==> src/hw/smbus_ctl_pkg.sv <==
// Constants shared by the SMBus port control block
package smbus_ctl_pkg;
   localparam int unsigned REG_ADDR_W      = 12;
   localparam int unsigned REG_DATA_W      = 32;
   // Register offsets
   localparam logic [11:0] CTRL_OFFSET     = 12'h348;
   localparam logic [11:0] EEPROM_OFFSET   = 12'h34C;
   localparam logic [11:0] STATUS_OFFSET   = 12'h360;
   // Control register fields
   localparam int unsigned DIV_LSB         = 0;
   localparam int unsigned IGN_BIT         = 16;
   localparam int unsigned SKIP_BIT        = 17;
   localparam int unsigned SFILT_LSB       = 18;
   localparam int unsigned MFILT_LSB       = 20;
   localparam int unsigned TDIS_BIT        = 22;
   // EEPROM access register fields
   localparam int unsigned ADDR_LSB        = 0;
   localparam int unsigned DATA_LSB        = 16;
   localparam int unsigned BUSY_BIT        = 24;
   localparam int unsigned DONE_BIT        = 25;
   localparam int unsigned OP_BIT          = 26;
   // Status register fields, all write-one-to-clear
   localparam int unsigned LOST_BIT        = 0;
   localparam int unsigned NACK_BIT        = 1;
   localparam int unsigned MTO_BIT         = 2;
   localparam int unsigned STO_BIT         = 3;
   localparam int unsigned CSUM_BIT        = 4;
   // Values after reset, and the EEPROM device address
   localparam logic [15:0] DIV_SLOW        = 16'h0139;
   localparam logic [15:0] DIV_FAST        = 16'h0531;
   localparam logic [6:0]  EEPROM_DEV_ADDR = 7'h50;
   localparam logic [6:0]  FILT_RESET      = 7'h33;
   // Timing
   localparam int unsigned CLK_PERIOD_NS   = 5;
   localparam int unsigned PRESCALE_UNIT_NS = 32;
   localparam int unsigned FILT_NORMAL_NS  = 1000;
   localparam int unsigned FILT_FAST_NS    = 100;
   localparam logic [7:0]  FILT_NORMAL_CYC =
      8'((FILT_NORMAL_NS + CLK_PERIOD_NS - 1) / CLK_PERIOD_NS);
   localparam logic [7:0]  FILT_FAST_CYC   =
      8'((FILT_FAST_NS + CLK_PERIOD_NS - 1) / CLK_PERIOD_NS);
   localparam int unsigned TIMEOUT_NS      = 25000000;
   localparam logic [4:0]  ARB_MAX_LOSSES  = 5'h10;
   localparam logic [3:0]  ACK_SLOT        = 4'h8;

   typedef enum logic [1:0] {
      FILT_NORMAL   = 2'b00,
      FILT_FAST     = 2'b01,
      FILT_OFF      = 2'b10,
      FILT_RESERVED = 2'b11
   } filt_mode_e;

   typedef enum logic [2:0] {
      ST_IDLE    = 3'b000,
      ST_START   = 3'b001,
      ST_BIT     = 3'b010,
      ST_RESTART = 3'b011,
      ST_STOP    = 3'b100
   } eng_state_e;
endpackage

==> src/hw/signal_glitch_filter.sv <==
// Glitch filter: output follows input once it has held for a set time
`timescale 1ns/1ps
module signal_glitch_filter #(
   parameter logic RESET_VAL = 1'b1
) (
   input  wire logic       ref_clk,
   input  wire logic       reset_n,
   input  wire logic [7:0] delay,
   input  wire logic       din,
   output logic            dout
);
   logic [7:0] cnt;

   always_ff @(posedge ref_clk) begin
      if (!reset_n) begin
         dout <= RESET_VAL;
         cnt  <= 8'h00;
      end else if (din == dout) begin
         cnt <= 8'h00;
      end else if (8'(cnt + 8'h01) >= delay) begin
         dout <= din;
         cnt  <= 8'h00;
      end else begin
         cnt <= 8'(cnt + 8'h01);
      end
   end
endmodule

==> src/hw/smbus_port_control.sv <==
// SMBus master and slave port control with EEPROM access engine
`timescale 1ns/1ps
module smbus_port_control #(
   parameter int unsigned TIMEOUT_CYCLES =
      smbus_ctl_pkg::TIMEOUT_NS / smbus_ctl_pkg::CLK_PERIOD_NS
) (
   input  wire logic                                ref_clk,
   input  wire logic                                reset_n,
   input  wire logic                                fast_mode_strap,
   input  wire logic [smbus_ctl_pkg::REG_ADDR_W-1:0] reg_addr,
   input  wire logic [smbus_ctl_pkg::REG_DATA_W-1:0] reg_wdata,
   input  wire logic                                reg_write,
   input  wire logic                                reg_read,
   output logic      [smbus_ctl_pkg::REG_DATA_W-1:0] reg_rdata,
   input  wire logic                                master_scl_in,
   output logic                                     master_scl_out,
   output logic                                     master_scl_oe,
   input  wire logic                                master_sda_in,
   output logic                                     master_sda_out,
   output logic                                     master_sda_oe,
   input  wire logic                                slave_scl_in,
   input  wire logic                                slave_sda_in,
   output logic                                     slave_sda_out,
   output logic                                     slave_sda_oe,
   input  wire logic                                slave_sda_drive_low,
   output logic                                     slave_scl_filt,
   output logic                                     slave_sda_filt,
   output logic                                     slave_timeout,
   input  wire logic                                init_checksum_fail,
   output logic                                     init_checksum_error
);
   import smbus_ctl_pkg::*;

   localparam int unsigned TO_W = $clog2(TIMEOUT_CYCLES + 1);

   logic [15:0] div;
   logic        ign;
   logic        skip;
   logic [1:0]  sfilt;
   logic [1:0]  mfilt;
   logic        tdis;
   logic [15:0] ee_addr;
   logic [7:0]  ee_data;
   logic        ee_op;
   logic [7:0]  rx_data;
   logic        busy;
   logic        done;
   logic        lost_err;
   logic        nack_err;
   logic        mto_err;
   logic        sto_err;
   logic        csum_err;
   logic        wr_ctrl;
   logic        wr_ee;
   logic        wr_stat;
   logic        start;
   logic        ht;
   logic [20:0] acc;
   logic [20:0] half_ns;
   logic [20:0] next_acc;
   logic        stopped;
   eng_state_e  state;
   logic [2:0]  idx;
   logic [3:0]  bitcnt;
   logic [7:0]  shreg;
   logic        scl_lo;
   logic        sda_lo;
   logic [4:0]  losses;
   logic        arb_lost;
   logic        arb_abort;
   logic        nack_evt;
   logic        mto_hit;
   logic        sto_hit;
   logic [TO_W-1:0] mto_cnt;
   logic [TO_W-1:0] sto_cnt;
   logic [6:0]  filt_in;
   logic [6:0]  filt_out;
   logic        m_scl_f;
   logic        m_sda_f;

   assign wr_ctrl = reg_write && (reg_addr == CTRL_OFFSET);
   assign wr_ee   = reg_write && (reg_addr == EEPROM_OFFSET);
   assign wr_stat = reg_write && (reg_addr == STATUS_OFFSET);
   assign start   = wr_ee && !busy;

   function automatic logic [7:0] filt_delay(input logic [1:0] mode);
      case (mode)
         FILT_FAST: filt_delay = FILT_FAST_CYC;
         FILT_OFF:  filt_delay = 8'h00;
         // Reserved code behaves as the normal setting
         default:   filt_delay = FILT_NORMAL_CYC;
      endcase
   endfunction

   function automatic logic [7:0] tx_byte(input logic [2:0]  i,
                                          input logic [15:0] a,
                                          input logic [7:0]  d,
                                          input logic        rd);
      case (i)
         3'h0:    tx_byte = {EEPROM_DEV_ADDR, 1'b0};
         3'h1:    tx_byte = a[15:8];
         3'h2:    tx_byte = a[7:0];
         3'h3:    tx_byte = rd ? {EEPROM_DEV_ADDR, 1'b1} : d;
         default: tx_byte = 8'hFF;
      endcase
   endfunction

   // Control register; only the divider comes up from the boot strap
   always_ff @(posedge ref_clk) begin
      if (!reset_n) begin
         div   <= fast_mode_strap ? DIV_FAST : DIV_SLOW;
         ign   <= 1'b0;
         skip  <= 1'b0;
         sfilt <= FILT_NORMAL;
         mfilt <= FILT_NORMAL;
         tdis  <= 1'b0;
      end else if (wr_ctrl) begin
         div   <= reg_wdata[DIV_LSB +: 16];
         ign   <= reg_wdata[IGN_BIT];
         skip  <= reg_wdata[SKIP_BIT];
         sfilt <= reg_wdata[SFILT_LSB +: 2];
         mfilt <= reg_wdata[MFILT_LSB +: 2];
         tdis  <= reg_wdata[TDIS_BIT];
      end
   end

   // Address and op may change while busy; the data byte is held
   always_ff @(posedge ref_clk) begin
      if (!reset_n) begin
         ee_addr <= 16'h0000;
         ee_data <= 8'h00;
         ee_op   <= 1'b0;
      end else if (wr_ee) begin
         ee_addr <= reg_wdata[ADDR_LSB +: 16];
         ee_op   <= reg_wdata[OP_BIT];
         if (!busy) begin
            ee_data <= reg_wdata[DATA_LSB +: 8];
         end
      end
   end

   // Half-period ticks; fractional accumulation keeps the average exact
   assign stopped = (div <= 16'h0001);
   assign half_ns = 21'(div) * 21'(PRESCALE_UNIT_NS / 2);
   assign next_acc = 21'(acc + 21'(CLK_PERIOD_NS));

   // A new divider restarts the phase; a leftover sum would burst ticks
   always_ff @(posedge ref_clk) begin
      if (!reset_n || stopped ||
          (wr_ctrl && reg_wdata[DIV_LSB +: 16] != div)) begin
         acc <= 21'h000000;
         ht  <= 1'b0;
      end else if (next_acc >= half_ns) begin
         acc <= 21'(next_acc - half_ns);
         ht  <= 1'b1;
      end else begin
         acc <= next_acc;
         ht  <= 1'b0;
      end
   end

   // Filter channels: 0..3 master pins and drives, 4..6 slave
   assign filt_in = {slave_sda_drive_low, slave_sda_in, slave_scl_in,
                     sda_lo, scl_lo, master_sda_in, master_scl_in};

   genvar g;
   generate
      for (g = 0; g < 7; g++) begin : g_filt
         signal_glitch_filter #(
            .RESET_VAL (FILT_RESET[g])
         ) u_filt (
            .ref_clk (ref_clk),
            .reset_n (reset_n),
            .delay   (filt_delay(g < 4 ? mfilt : sfilt)),
            .din     (filt_in[g]),
            .dout    (filt_out[g])
         );
      end
   endgenerate

   assign m_scl_f        = filt_out[0];
   assign m_sda_f        = filt_out[1];
   assign master_scl_oe  = filt_out[2];
   assign master_sda_oe  = filt_out[3];
   assign master_scl_out = 1'b0;
   assign master_sda_out = 1'b0;
   assign slave_scl_filt = filt_out[4];
   assign slave_sda_filt = filt_out[5];
   assign slave_sda_oe   = filt_out[6];
   assign slave_sda_out  = 1'b0;

   // Clock held low too long on either port
   assign mto_hit = !tdis && !m_scl_f &&
                    (mto_cnt == TO_W'(TIMEOUT_CYCLES - 1));
   assign sto_hit = !tdis && !slave_scl_filt &&
                    (sto_cnt == TO_W'(TIMEOUT_CYCLES - 1));

   always_ff @(posedge ref_clk) begin
      if (!reset_n || tdis || m_scl_f || mto_hit) begin
         mto_cnt <= '0;
      end else begin
         mto_cnt <= TO_W'(mto_cnt + 1'b1);
      end
   end

   always_ff @(posedge ref_clk) begin
      if (!reset_n || tdis || slave_scl_filt || sto_hit) begin
         sto_cnt <= '0;
      end else begin
         sto_cnt <= TO_W'(sto_cnt + 1'b1);
      end
   end

   always_ff @(posedge ref_clk) begin
      if (!reset_n) begin
         slave_timeout <= 1'b0;
      end else begin
         slave_timeout <= sto_hit;
      end
   end

   // Arbitration: we released the line but someone pulls it low
   assign arb_lost  = ht && (state == ST_BIT) && !scl_lo &&
                      (bitcnt != ACK_SLOT) && (idx != 3'h4) &&
                      shreg[7] && !m_sda_f && !ign;
   assign arb_abort = arb_lost && (losses == 5'(ARB_MAX_LOSSES - 1));
   assign nack_evt  = ht && (state == ST_BIT) && !scl_lo &&
                      (bitcnt == ACK_SLOT) && (idx != 3'h4) && m_sda_f;

   // Transfer engine: bytes 0..4 are device, addr hi, addr lo,
   // data or device+read, read byte. Data moves on the same tick that pulls clock low.
   always_ff @(posedge ref_clk) begin
      if (!reset_n) begin
         state   <= ST_IDLE;
         idx     <= 3'h0;
         bitcnt  <= 4'h0;
         shreg   <= 8'hFF;
         scl_lo  <= 1'b0;
         sda_lo  <= 1'b0;
         losses  <= 5'h00;
         busy    <= 1'b0;
         done    <= 1'b0;
         rx_data <= 8'h00;
      end else begin
         if (wr_ee && reg_wdata[DONE_BIT]) begin
            done <= 1'b0;
         end
         if (start) begin
            busy   <= 1'b1;
            losses <= 5'h00;
         end
         if (busy && mto_hit) begin
            state  <= ST_IDLE;
            scl_lo <= 1'b0;
            sda_lo <= 1'b0;
            busy   <= 1'b0;
            done   <= 1'b1;
         end else if (arb_lost) begin
            scl_lo <= 1'b0;
            sda_lo <= 1'b0;
            state  <= ST_IDLE;
            losses <= 5'(losses + 5'h01);
            if (arb_abort) begin
               busy <= 1'b0;
               done <= 1'b1;
            end
         end else if (ht) begin
            case (state)
               ST_IDLE: begin
                  // Retries wait for a free bus after a loss
                  if (busy && m_scl_f && m_sda_f) begin
                     sda_lo <= 1'b1;
                     idx    <= 3'h0;
                     state  <= ST_START;
                  end
               end
               ST_START: begin
                  scl_lo <= 1'b1;
                  shreg  <= tx_byte(idx, ee_addr, ee_data, ee_op);
                  sda_lo <= ~tx_byte(idx, ee_addr, ee_data, ee_op)[7];
                  bitcnt <= 4'h0;
                  state  <= ST_BIT;
               end
               ST_BIT: begin
                  if (scl_lo) begin
                     scl_lo <= 1'b0;
                  end else if (bitcnt != ACK_SLOT) begin
                     shreg  <= {shreg[6:0], m_sda_f};
                     bitcnt <= 4'(bitcnt + 4'h1);
                     scl_lo <= 1'b1;
                     sda_lo <= (bitcnt == 4'h7) ? 1'b0 : ~shreg[6];
                  end else begin
                     scl_lo <= 1'b1;
                     if (nack_evt || idx == 3'h4 ||
                         (idx == 3'h3 && !ee_op)) begin
                        sda_lo <= 1'b1;
                        state  <= ST_STOP;
                        if (idx == 3'h4) begin
                           rx_data <= shreg;
                        end
                     end else if (idx == 3'h2 && ee_op) begin
                        sda_lo <= 1'b0;
                        state  <= ST_RESTART;
                     end else begin
                        idx    <= 3'(idx + 3'h1);
                        shreg  <= tx_byte(3'(idx + 3'h1), ee_addr,
                                          ee_data, ee_op);
                        sda_lo <= ~tx_byte(3'(idx + 3'h1), ee_addr,
                                           ee_data, ee_op)[7];
                        bitcnt <= 4'h0;
                     end
                  end
               end
               ST_RESTART: begin
                  if (scl_lo) begin
                     scl_lo <= 1'b0;
                  end else begin
                     sda_lo <= 1'b1;
                     idx    <= 3'h3;
                     state  <= ST_START;
                  end
               end
               ST_STOP: begin
                  if (scl_lo) begin
                     scl_lo <= 1'b0;
                  end else begin
                     sda_lo <= 1'b0;
                     state  <= ST_IDLE;
                     busy   <= 1'b0;
                     done   <= 1'b1;
                  end
               end
               default: begin
                  state <= ST_IDLE;
               end
            endcase
         end
      end
   end

   // Status flags: a new event wins over a clear in the same cycle
   always_ff @(posedge ref_clk) begin
      if (!reset_n) begin
         lost_err <= 1'b0;
         nack_err <= 1'b0;
         mto_err  <= 1'b0;
         sto_err  <= 1'b0;
         csum_err <= 1'b0;
      end else begin
         lost_err <= arb_abort ||
                     (lost_err && !(wr_stat && reg_wdata[LOST_BIT]));
         nack_err <= nack_evt ||
                     (nack_err && !(wr_stat && reg_wdata[NACK_BIT]));
         mto_err  <= mto_hit ||
                     (mto_err && !(wr_stat && reg_wdata[MTO_BIT]));
         sto_err  <= sto_hit ||
                     (sto_err && !(wr_stat && reg_wdata[STO_BIT]));
         csum_err <= (init_checksum_fail && !skip) ||
                     (csum_err && !(wr_stat && reg_wdata[CSUM_BIT]));
      end
   end

   assign init_checksum_error = csum_err;

   always_ff @(posedge ref_clk) begin
      if (!reset_n) begin
         reg_rdata <= 32'h00000000;
      end else if (reg_read) begin
         case (reg_addr)
            CTRL_OFFSET:   reg_rdata <= {9'h000, tdis, mfilt, sfilt, skip,
                                         ign, div};
            EEPROM_OFFSET: reg_rdata <= {5'h00, ee_op, done, busy,
                                         ee_op ? rx_data : ee_data,
                                         ee_addr};
            STATUS_OFFSET: reg_rdata <= {27'h0000000, csum_err, sto_err,
                                         mto_err, nack_err, lost_err};
            default:       reg_rdata <= 32'h00000000;
         endcase
      end else begin
         reg_rdata <= 32'h00000000;
      end
   end

   property p_stop;
      @(posedge ref_clk) disable iff (!reset_n)
      stopped |=> !ht;
   endproperty
   a_stop: assert property (p_stop)
      else $error("prescaler ticked while stopped");

   property p_boot;
      @(posedge ref_clk) disable iff (!reset_n)
      $rose(reset_n) |->
         div == ($past(fast_mode_strap) ? DIV_FAST : DIV_SLOW);
   endproperty
   a_boot: assert property (p_boot)
      else $error("divider boot value wrong");

   property p_half;
      @(posedge ref_clk) disable iff (!reset_n)
      ht && !stopped |=> !ht [*3];
   endproperty
   a_half: assert property (p_half)
      else $error("half period too short");

   property p_ign;
      @(posedge ref_clk) disable iff (!reset_n)
      ign && $past(ign) && $past(busy) && busy |->
         losses == $past(losses);
   endproperty
   a_ign: assert property (p_ign)
      else $error("loss counted while ignoring arbitration");

   property p_skip;
      @(posedge ref_clk) disable iff (!reset_n)
      skip && init_checksum_fail && !csum_err |=> !csum_err;
   endproperty
   a_skip: assert property (p_skip)
      else $error("checksum error raised while skipped");

   property p_sfilt;
      @(posedge ref_clk) disable iff (!reset_n)
      sfilt == FILT_OFF && $past(sfilt == FILT_OFF) |->
         slave_scl_filt == $past(slave_scl_in);
   endproperty
   a_sfilt: assert property (p_sfilt)
      else $error("slave filter off but delayed");

   property p_tdis;
      @(posedge ref_clk) disable iff (!reset_n)
      tdis && $past(tdis) |-> !mto_err || $past(mto_err);
   endproperty
   a_tdis: assert property (p_tdis)
      else $error("timeout flagged while disabled");

   property p_start;
      @(posedge ref_clk) disable iff (!reset_n)
      wr_ee && !busy |=> busy;
   endproperty
   a_start: assert property (p_start)
      else $error("data write did not start access");

   property p_done;
      @(posedge ref_clk) disable iff (!reset_n)
      $fell(busy) |-> done;
   endproperty
   a_done: assert property (p_done)
      else $error("done not set at end of access");

   property p_abort;
      @(posedge ref_clk) disable iff (!reset_n)
      arb_abort |=> !busy && lost_err && losses == ARB_MAX_LOSSES;
   endproperty
   a_abort: assert property (p_abort)
      else $error("no abort after sixteen losses");
endmodule

==> config.mk <==
export PLATFORM = sky130hd
export DESIGN_NAME = smbus_port_control
export DESIGN_NICKNAME = d
export VERILOG_FILES = /design/src/hw/smbus_ctl_pkg.sv /design/src/hw/signal_glitch_filter.sv /design/src/hw/smbus_port_control.sv
export SDC_FILE = /design/constraint.sdc
export NUM_CORES = 1
export LEC_CHECK = 0
export ABC_AREA = 1
export BUFFER_PORTS_ARGS = -buffer_cell sky130_fd_sc_hd__buf_2
export CAP_MARGIN = 30
export CORE_MARGIN = 2
export CORE_UTILIZATION = 45
export DETAILED_ROUTE_END_ITERATION = 16
export PLACE_DENSITY = 0.68
export SLEW_MARGIN = 20
export SYNTH_ARGS = -nofsm -noshare
export SYNTH_HDL_FRONTEND = slang
export SYNTH_SLANG_ARGS = --single-unit
==> constraint.sdc <==
create_clock -name ref_clk -period 3.31 [get_ports ref_clk]
set_input_delay 0.1655 -clock ref_clk [delete_from_list [all_inputs] [get_ports ref_clk]]
set_output_delay 0.1655 -clock ref_clk [all_outputs]
set_load 0.005 [all_outputs]
Yosys cells after proc, flatten, opt, wreduce, memory -nomap -nowiden:

Cells that the tools add are included.

* register bits after elaboration: 252
* output and inout port bits: 42
* word-level logic and storage cells: 301

* $add $sub $neg: 14
* magnitude comparators: 9
* equality and inequality tests: 44
* muxes and demuxes: 76
* bitwise operators: 16
* reductions and logical operators: 98

Operator list (count)
* $mux 8: 18
* $pmux 27 s3: 1
* $pmux 8 s4: 2
* $add 8x1->8 const B: 7
* $ge 8x8->1: 7
* $pmux 8 s2: 3
* $add 23x1->23 const B: 2
* $eq 23x23->1 const B: 2
* $mux 3: 13
* $logic_and 1x1->1: 37
* $eq 12x10->1 const B: 3
* $mux 16: 2
* $reduce_or 3->1: 8
* $mux 1: 23
* $add 21x3->21 const B: 1
* $ge 21x20->1: 1
* $mux 21: 1
* $sub 21x20->21: 1
* $reduce_and 2->1: 10
* $eq 3x2->1 const B: 6
* $le 16x1->1 const B: 1
* $mux 4: 4
* $ne 16x16->1: 1
* $not 1->1: 16
* 34 further kinds: 87

Longest topological paths before layout:

* depth in word-level cells: 22
* depth in mapped cells: 23

Modules after synthesis:

From an unflattened synthesis, not the netlist that was laid out.

* cells, all modules: 2205
* area total of the unflattened synthesis: 15038.2 um^2

Modules (own cells, without submodules)
* smbus_port_control: times used 1, cells an instance 1593, area each 10650.2 um^2, seq. area each 3843.7 um^2
* signal_glitch_filter at g_filt[0].u_filt ...: times used 4, cells an instance 87, area each 619.3 um^2, seq. area each 180.2 um^2
* signal_glitch_filter at g_filt[2].u_filt ...: times used 3, cells an instance 88, area each 636.9 um^2, seq. area each 180.2 um^2

Least setup slack after synthesis:

Ideal clock, no wire load.

* path type: reg2reg
* start: reg acc[0]
* end: reg acc[18]
* arrival: 2.702 ns
* required time: 3.201 ns
* slack: 0.500 ns
* stages on the path, launching flop included: 21
* period minus slack after synthesis: 2.810 ns
* cells stage by stage: dfxtp_1 -> ha_1 -> nor2_1 -> nor2_1 -> nand3_1 -> nor3_1 -> xor2_1 -> inv_1 -> ha_1 -> nand2_1 -> nor2_1 -> nand2_1 -> nor2_1 -> nand3_1 -> nand2_1 -> inv_2 -> nand3_2 -> buf_2 -> nand3_1 -> nand2_1 -> inv_1

* word-level cells in the longest chain between the ends: 3
* elaborated cells between the ends (all ways): 4
* classes of those cells: add/sub: 2; order compare: 1; mux: 1

RTL lines
* from (decl): line smbus_port_control.sv:58 `logic [20:0] acc;`
* from (signal assigned): line smbus_port_control.sv:154 `acc <= 21'(next_acc - half_ns);`
* from (signal assigned): line smbus_port_control.sv:157 `acc <= next_acc;`
* $add 21x3->21 (*): line smbus_port_control.sv:145 `assign next_acc = 21'(acc + 21'(CLK_PERIOD_NS));`
* $sub 21x20->21 or $ge 21x20->1 (tied branches): line smbus_port_control.sv:154, smbus_port_control.sv:153
* $mux 21 (*): line smbus_port_control.sv:153 `end else if (next_acc >= half_ns) begin`

Every way passes the cells marked *; elsewhere a longest branch is shown, timed or not.
A chain may end at the register's enable or synchronous reset.

Worst setup path in the final report:

* start: reg acc[0]
* end: reg acc[13]

Same word-level chain as after synthesis.

==> implementation parameters <==
Parameter                              Value

Place
  Weighted congestion reported at the end of routability-driven placement ... ~0.9
  Number of port buffers ... slightly above 80
  Detailed placer's ending HPWL ... between 20000 and 30000 um

Routing
  Via-to-Cell Ratio ... 5.12
  DRC viols ... 0
  Count of TritonRoute iterations in the first routing pass ... 5
  Final ANT Viol Nets ... 0
  Average detailed-routed wire length per instance ... approximately 14 um
  Aggregate routed wire length ... ~37000 um
  Initial drt markers ... just over 900
  Total number of vias ... roughly 13000

STA
  Fraction of the cycle the final worst path needs ... a little over nine tenths
  Setup Total Neg Slack ... 0 ns
  Rel. slew slack ... approximately two fifths
  Slew at the pin with the worst max-slew slack ... 0.886 ns
  Worst hold slack ... roughly 0.028 ns
  Final setup violation count ... 0
  Max Slew Vio Count ... 0
  Setup skew after layout ... about 0.027 ns
  Time the final worst path needs with I/O delays and setup ... just over 3 ns
  Hold Fails Final Rpt ... 0
  Peak clock frequency supported by timing ... about 320 MHz

Setup path
  Critical path capture point type ... flop
  Data arrival at the endpoint of the critical path ... roughly 3.6 ns
  Setup Crit Path Kind ... flop to flop
  Crit path launch type ... flop
  Critical Path Fanout Max ... 12
  Critical R2R Capture ... acc[13]$_SDFF_PP0_
  FF-to-FF path depth ... 19
  CP required ... between 3 and 4 ns
  Worst reg2reg setup slack ... 0.21 ns
  Startpoint of the lowest-slack register-to-register path ... acc[0]$_SDFF_PP0_

GRT
  Tot GR Track Use ... 22.0%
  Grt total ovfl ... 0
  Antenna violations before repair ... 1
  Largest net degree at the start of global routing ... 67
  Number of global-route vias before repair ... about 12000
  Wire length of the first global-routing pass ... 60100 um

Job
  # Max-Cap Violations ... 0

Power and ir drop
  Maximum vdd drop ... about 0.36 mV
  P_leak ... 7.54 nW
  Final total power ... 8.61 mW
  Pwr per Cell Area ... approximately 520 mW/mm^2

Clock tree
  CTS H-tree depth ... 1
  Clock buffer count from CTS ... 29
  Number of clock sinks ... 247
  TritonCTS clock tree ... built
  Clock transition at the registers of the reported paths ... 0.06 ns
  Number of buffers on the longest clock path ... 3
  Clock tree root driver cell ... clkbuf_16
  Skew-Pair Late Insertion Delay ... 0.56 ns

Floorplanning
  Starting density of the core ... a little under half
  Die Ht ... 183 um
  Number of ports placed on the die boundary ... 97
  Total die area ... ~0.033 mm^2
  Core area ... 0.0316 mm^2
  Cell row count ... 65
  Horizontal die dimension ... 183 um

Layout
  Net count, final ... 2330
  Leading cell types in the layout, fill and taps excluded ... nand2_1, inv_1, nor2_1, dfxtp_1, nand3_1
  Layout cells sized above 1 ... between 10% and 20%
  Most frequent standard cell in the layout excluding fill and tap cells ... nand2_1
  Area added between synthesis and finish ... 15.6%

Worst hold path
  HP Class ... primary input to flop
  Startpoint of the most critical hold path ... reset_n
  Worst hold path endpoint ... g_filt[5].u_filt.dout$_SDFFE_PN1P_
  Hold Path Cell Cnt ... 2

Yosys
  Cell area after technology mapping ... approximately 0.014 mm^2
  Number of flip-flops and latches in the synthesized netlist ... ~250
  Post-synthesis sequential area ratio ... 35.5%
  Distinct cell type count after synthesis ... slightly below 60
  Synth Warn # ... 0
  Synthesized netlist cell count ... ~2100
  Post-Synthesis Mean Instance Area ... approximately 6.9 um^2

Outcome
  Status ... finished, final reports clean
==> flip-flops by register name, indices dropped and copies added, names as in the netlist, 2 cells and up <==
signal,count
ee_data,8
state,3
mfilt,2
div,16
reg_rdata,27
g_filt.u_filt.cnt,56
sto_cnt,23
ee_addr,16
mto_cnt,23
losses,5
rx_data,8
bitcnt,4
acc,21
shreg,8
sfilt,2
g_filt.u_filt.dout,7
idx,3
==> cell families after synthesis <==
| family | count (synthesis) | share of synthesized area, % |
|---|---|---|
| AO/OA/AOI/OAI | 216 | 9.01 |
| other | 1 | 0.0261 |
| flip-flops | 247 | 35.5 |
| AND/OR/NAND/NOR | 1078 | 33.2 |
| buffers and inverters | 373 | 10.5 |
| XOR/XNOR | 77 | 4.69 |
| adder cells (fa/ha/maj) | 81 | 7.09 |
==> power breakdown <==
group | leakage (nW) | switching [mW] | internal, mW
Combinational | 4.99 | 1.14 | 0.682
Clock | 0.523 | 1.28 | 2.22
Sequential | 2.02 | 0.150 | 3.14
Total | 7.54 | 2.57 | 6.04
==> synthesized netlist by cell type (all sizes together) <==
master	number	area share [%]
nand2	498	13
inv	323	8.4
nor2	307	8.6
dfxtp	231	32
nand3	114	4.1
a21oi	85	3.1
ha	80	7.0
nand4	78	3.6
o21ai	74	2.6
xnor2	42	2.6
nor3	40	1.6
buf	35	1.7
xor2	35	2.1
edfxtp	16	3.3
clkbuf	14	0.37
a211oi	13	0.92
o21bai	11	0.57
or2	10	0.43
nor4	9	0.50
and3	8	0.35
nor3b	7	0.40
nand3b	6	0.40
o2111ai	6	0.37
a21o	5	0.26
a31oi	5	0.22
o221ai	5	0.30
o22ai	4	0.17
a21boi	3	0.16
o211ai	3	0.16
a2111oi	1	0.10
a31o	1	0.061
clkinv	1	0.026
conb	1	0.026
fa	1	0.14
nor2b	1	0.043
==> final cells by class <==
| class | instances | area [um^2] |
|---|---|---|
| antenna | 1 | 2.50 |
| clock buffer | 42 | 918 |
| clock inverter | 9 | 150 |
| fill | 3044 | 14900 |
| inverter | 324 | 1220 |
| multi-input combinational | 1460 | 7850 |
| sequential | 247 | 5100 |
| tap | 402 | 503 |
| timing repair buffer | 132 | 888 |
==> how the worst max path moves through the flow <==
stage	start	to	slack, ns	cells after the start
after floorplan	acc[0]$_SDFF_PP0_	acc[18]$_SDFF_PP0_	0.50	20
after CTS	acc[0]$_SDFF_PP0_	acc[19]$_SDFF_PP0_	0.01	19
final	acc[0]$_SDFF_PP0_	acc[13]$_SDFF_PP0_	0.21	19
after detailed placement	acc[0]$_SDFF_PP0_	acc[13]$_SDFF_PP0_	0.03	19
after global placement	acc[0]$_SDFF_PP0_	acc[19]$_SDFF_PP0_	0.14	19
after global routing	acc[0]$_SDFF_PP0_	acc[13]$_SDFF_PP0_	-0.08	19
==> timing repair <==
item / in CTS / in global routing
endpoints found under the setup margin: 0 / 18
endpoints found under the hold margin: 53 / 0
gates resized for setup: 0 / 14
buffers inserted: 0 / 2
hold buffers: 33 / 0
==> layer usage <==
layer	share of wire, %	track usage [%]	routed length (um)
met5	0	0	0
met1	47	29.4	17400
met2	47	37.4	17400
met4	2.0	5.76	750
met3	4.9	2.88	1840
==> worst max-delay path: stages, from the launching register on <==
cell	delay, ns
dfxtp_1	0.36
ha_2	0.21
nor2_1	0.07
nor2_2	0.21
nand3_2	0.18
nor2_2	0.16
xor2_2	0.21
ha_2	0.35
nand2_1	0.07
inv_1	0.06
nand2_1	0.06
nand2_1	0.06
a21oi_1	0.19
nand2_2	0.12
nand2_2	0.13
nand3_4	0.13
buf_6	0.18
nand2_1	0.07
nand2_1	0.06
nor2_1	0.13
==> through the flow <==
step           worst slack (ns)  utilization (%)  instances  instance area [um^2]
6_report                  0.208             52.7       2617                 16600
5_1_grt                 -0.0817             52.7       2617                 16600
4_1_cts                  0.0146             52.5       2614                 16600
2_1_floorplan             0.500                -       2080                 14400
3_5_place_dp             0.0322             48.0       2530                 15200
3_3_place_gp              0.140             48.0       2529                 15100
(Power assumes the default switching activity.)
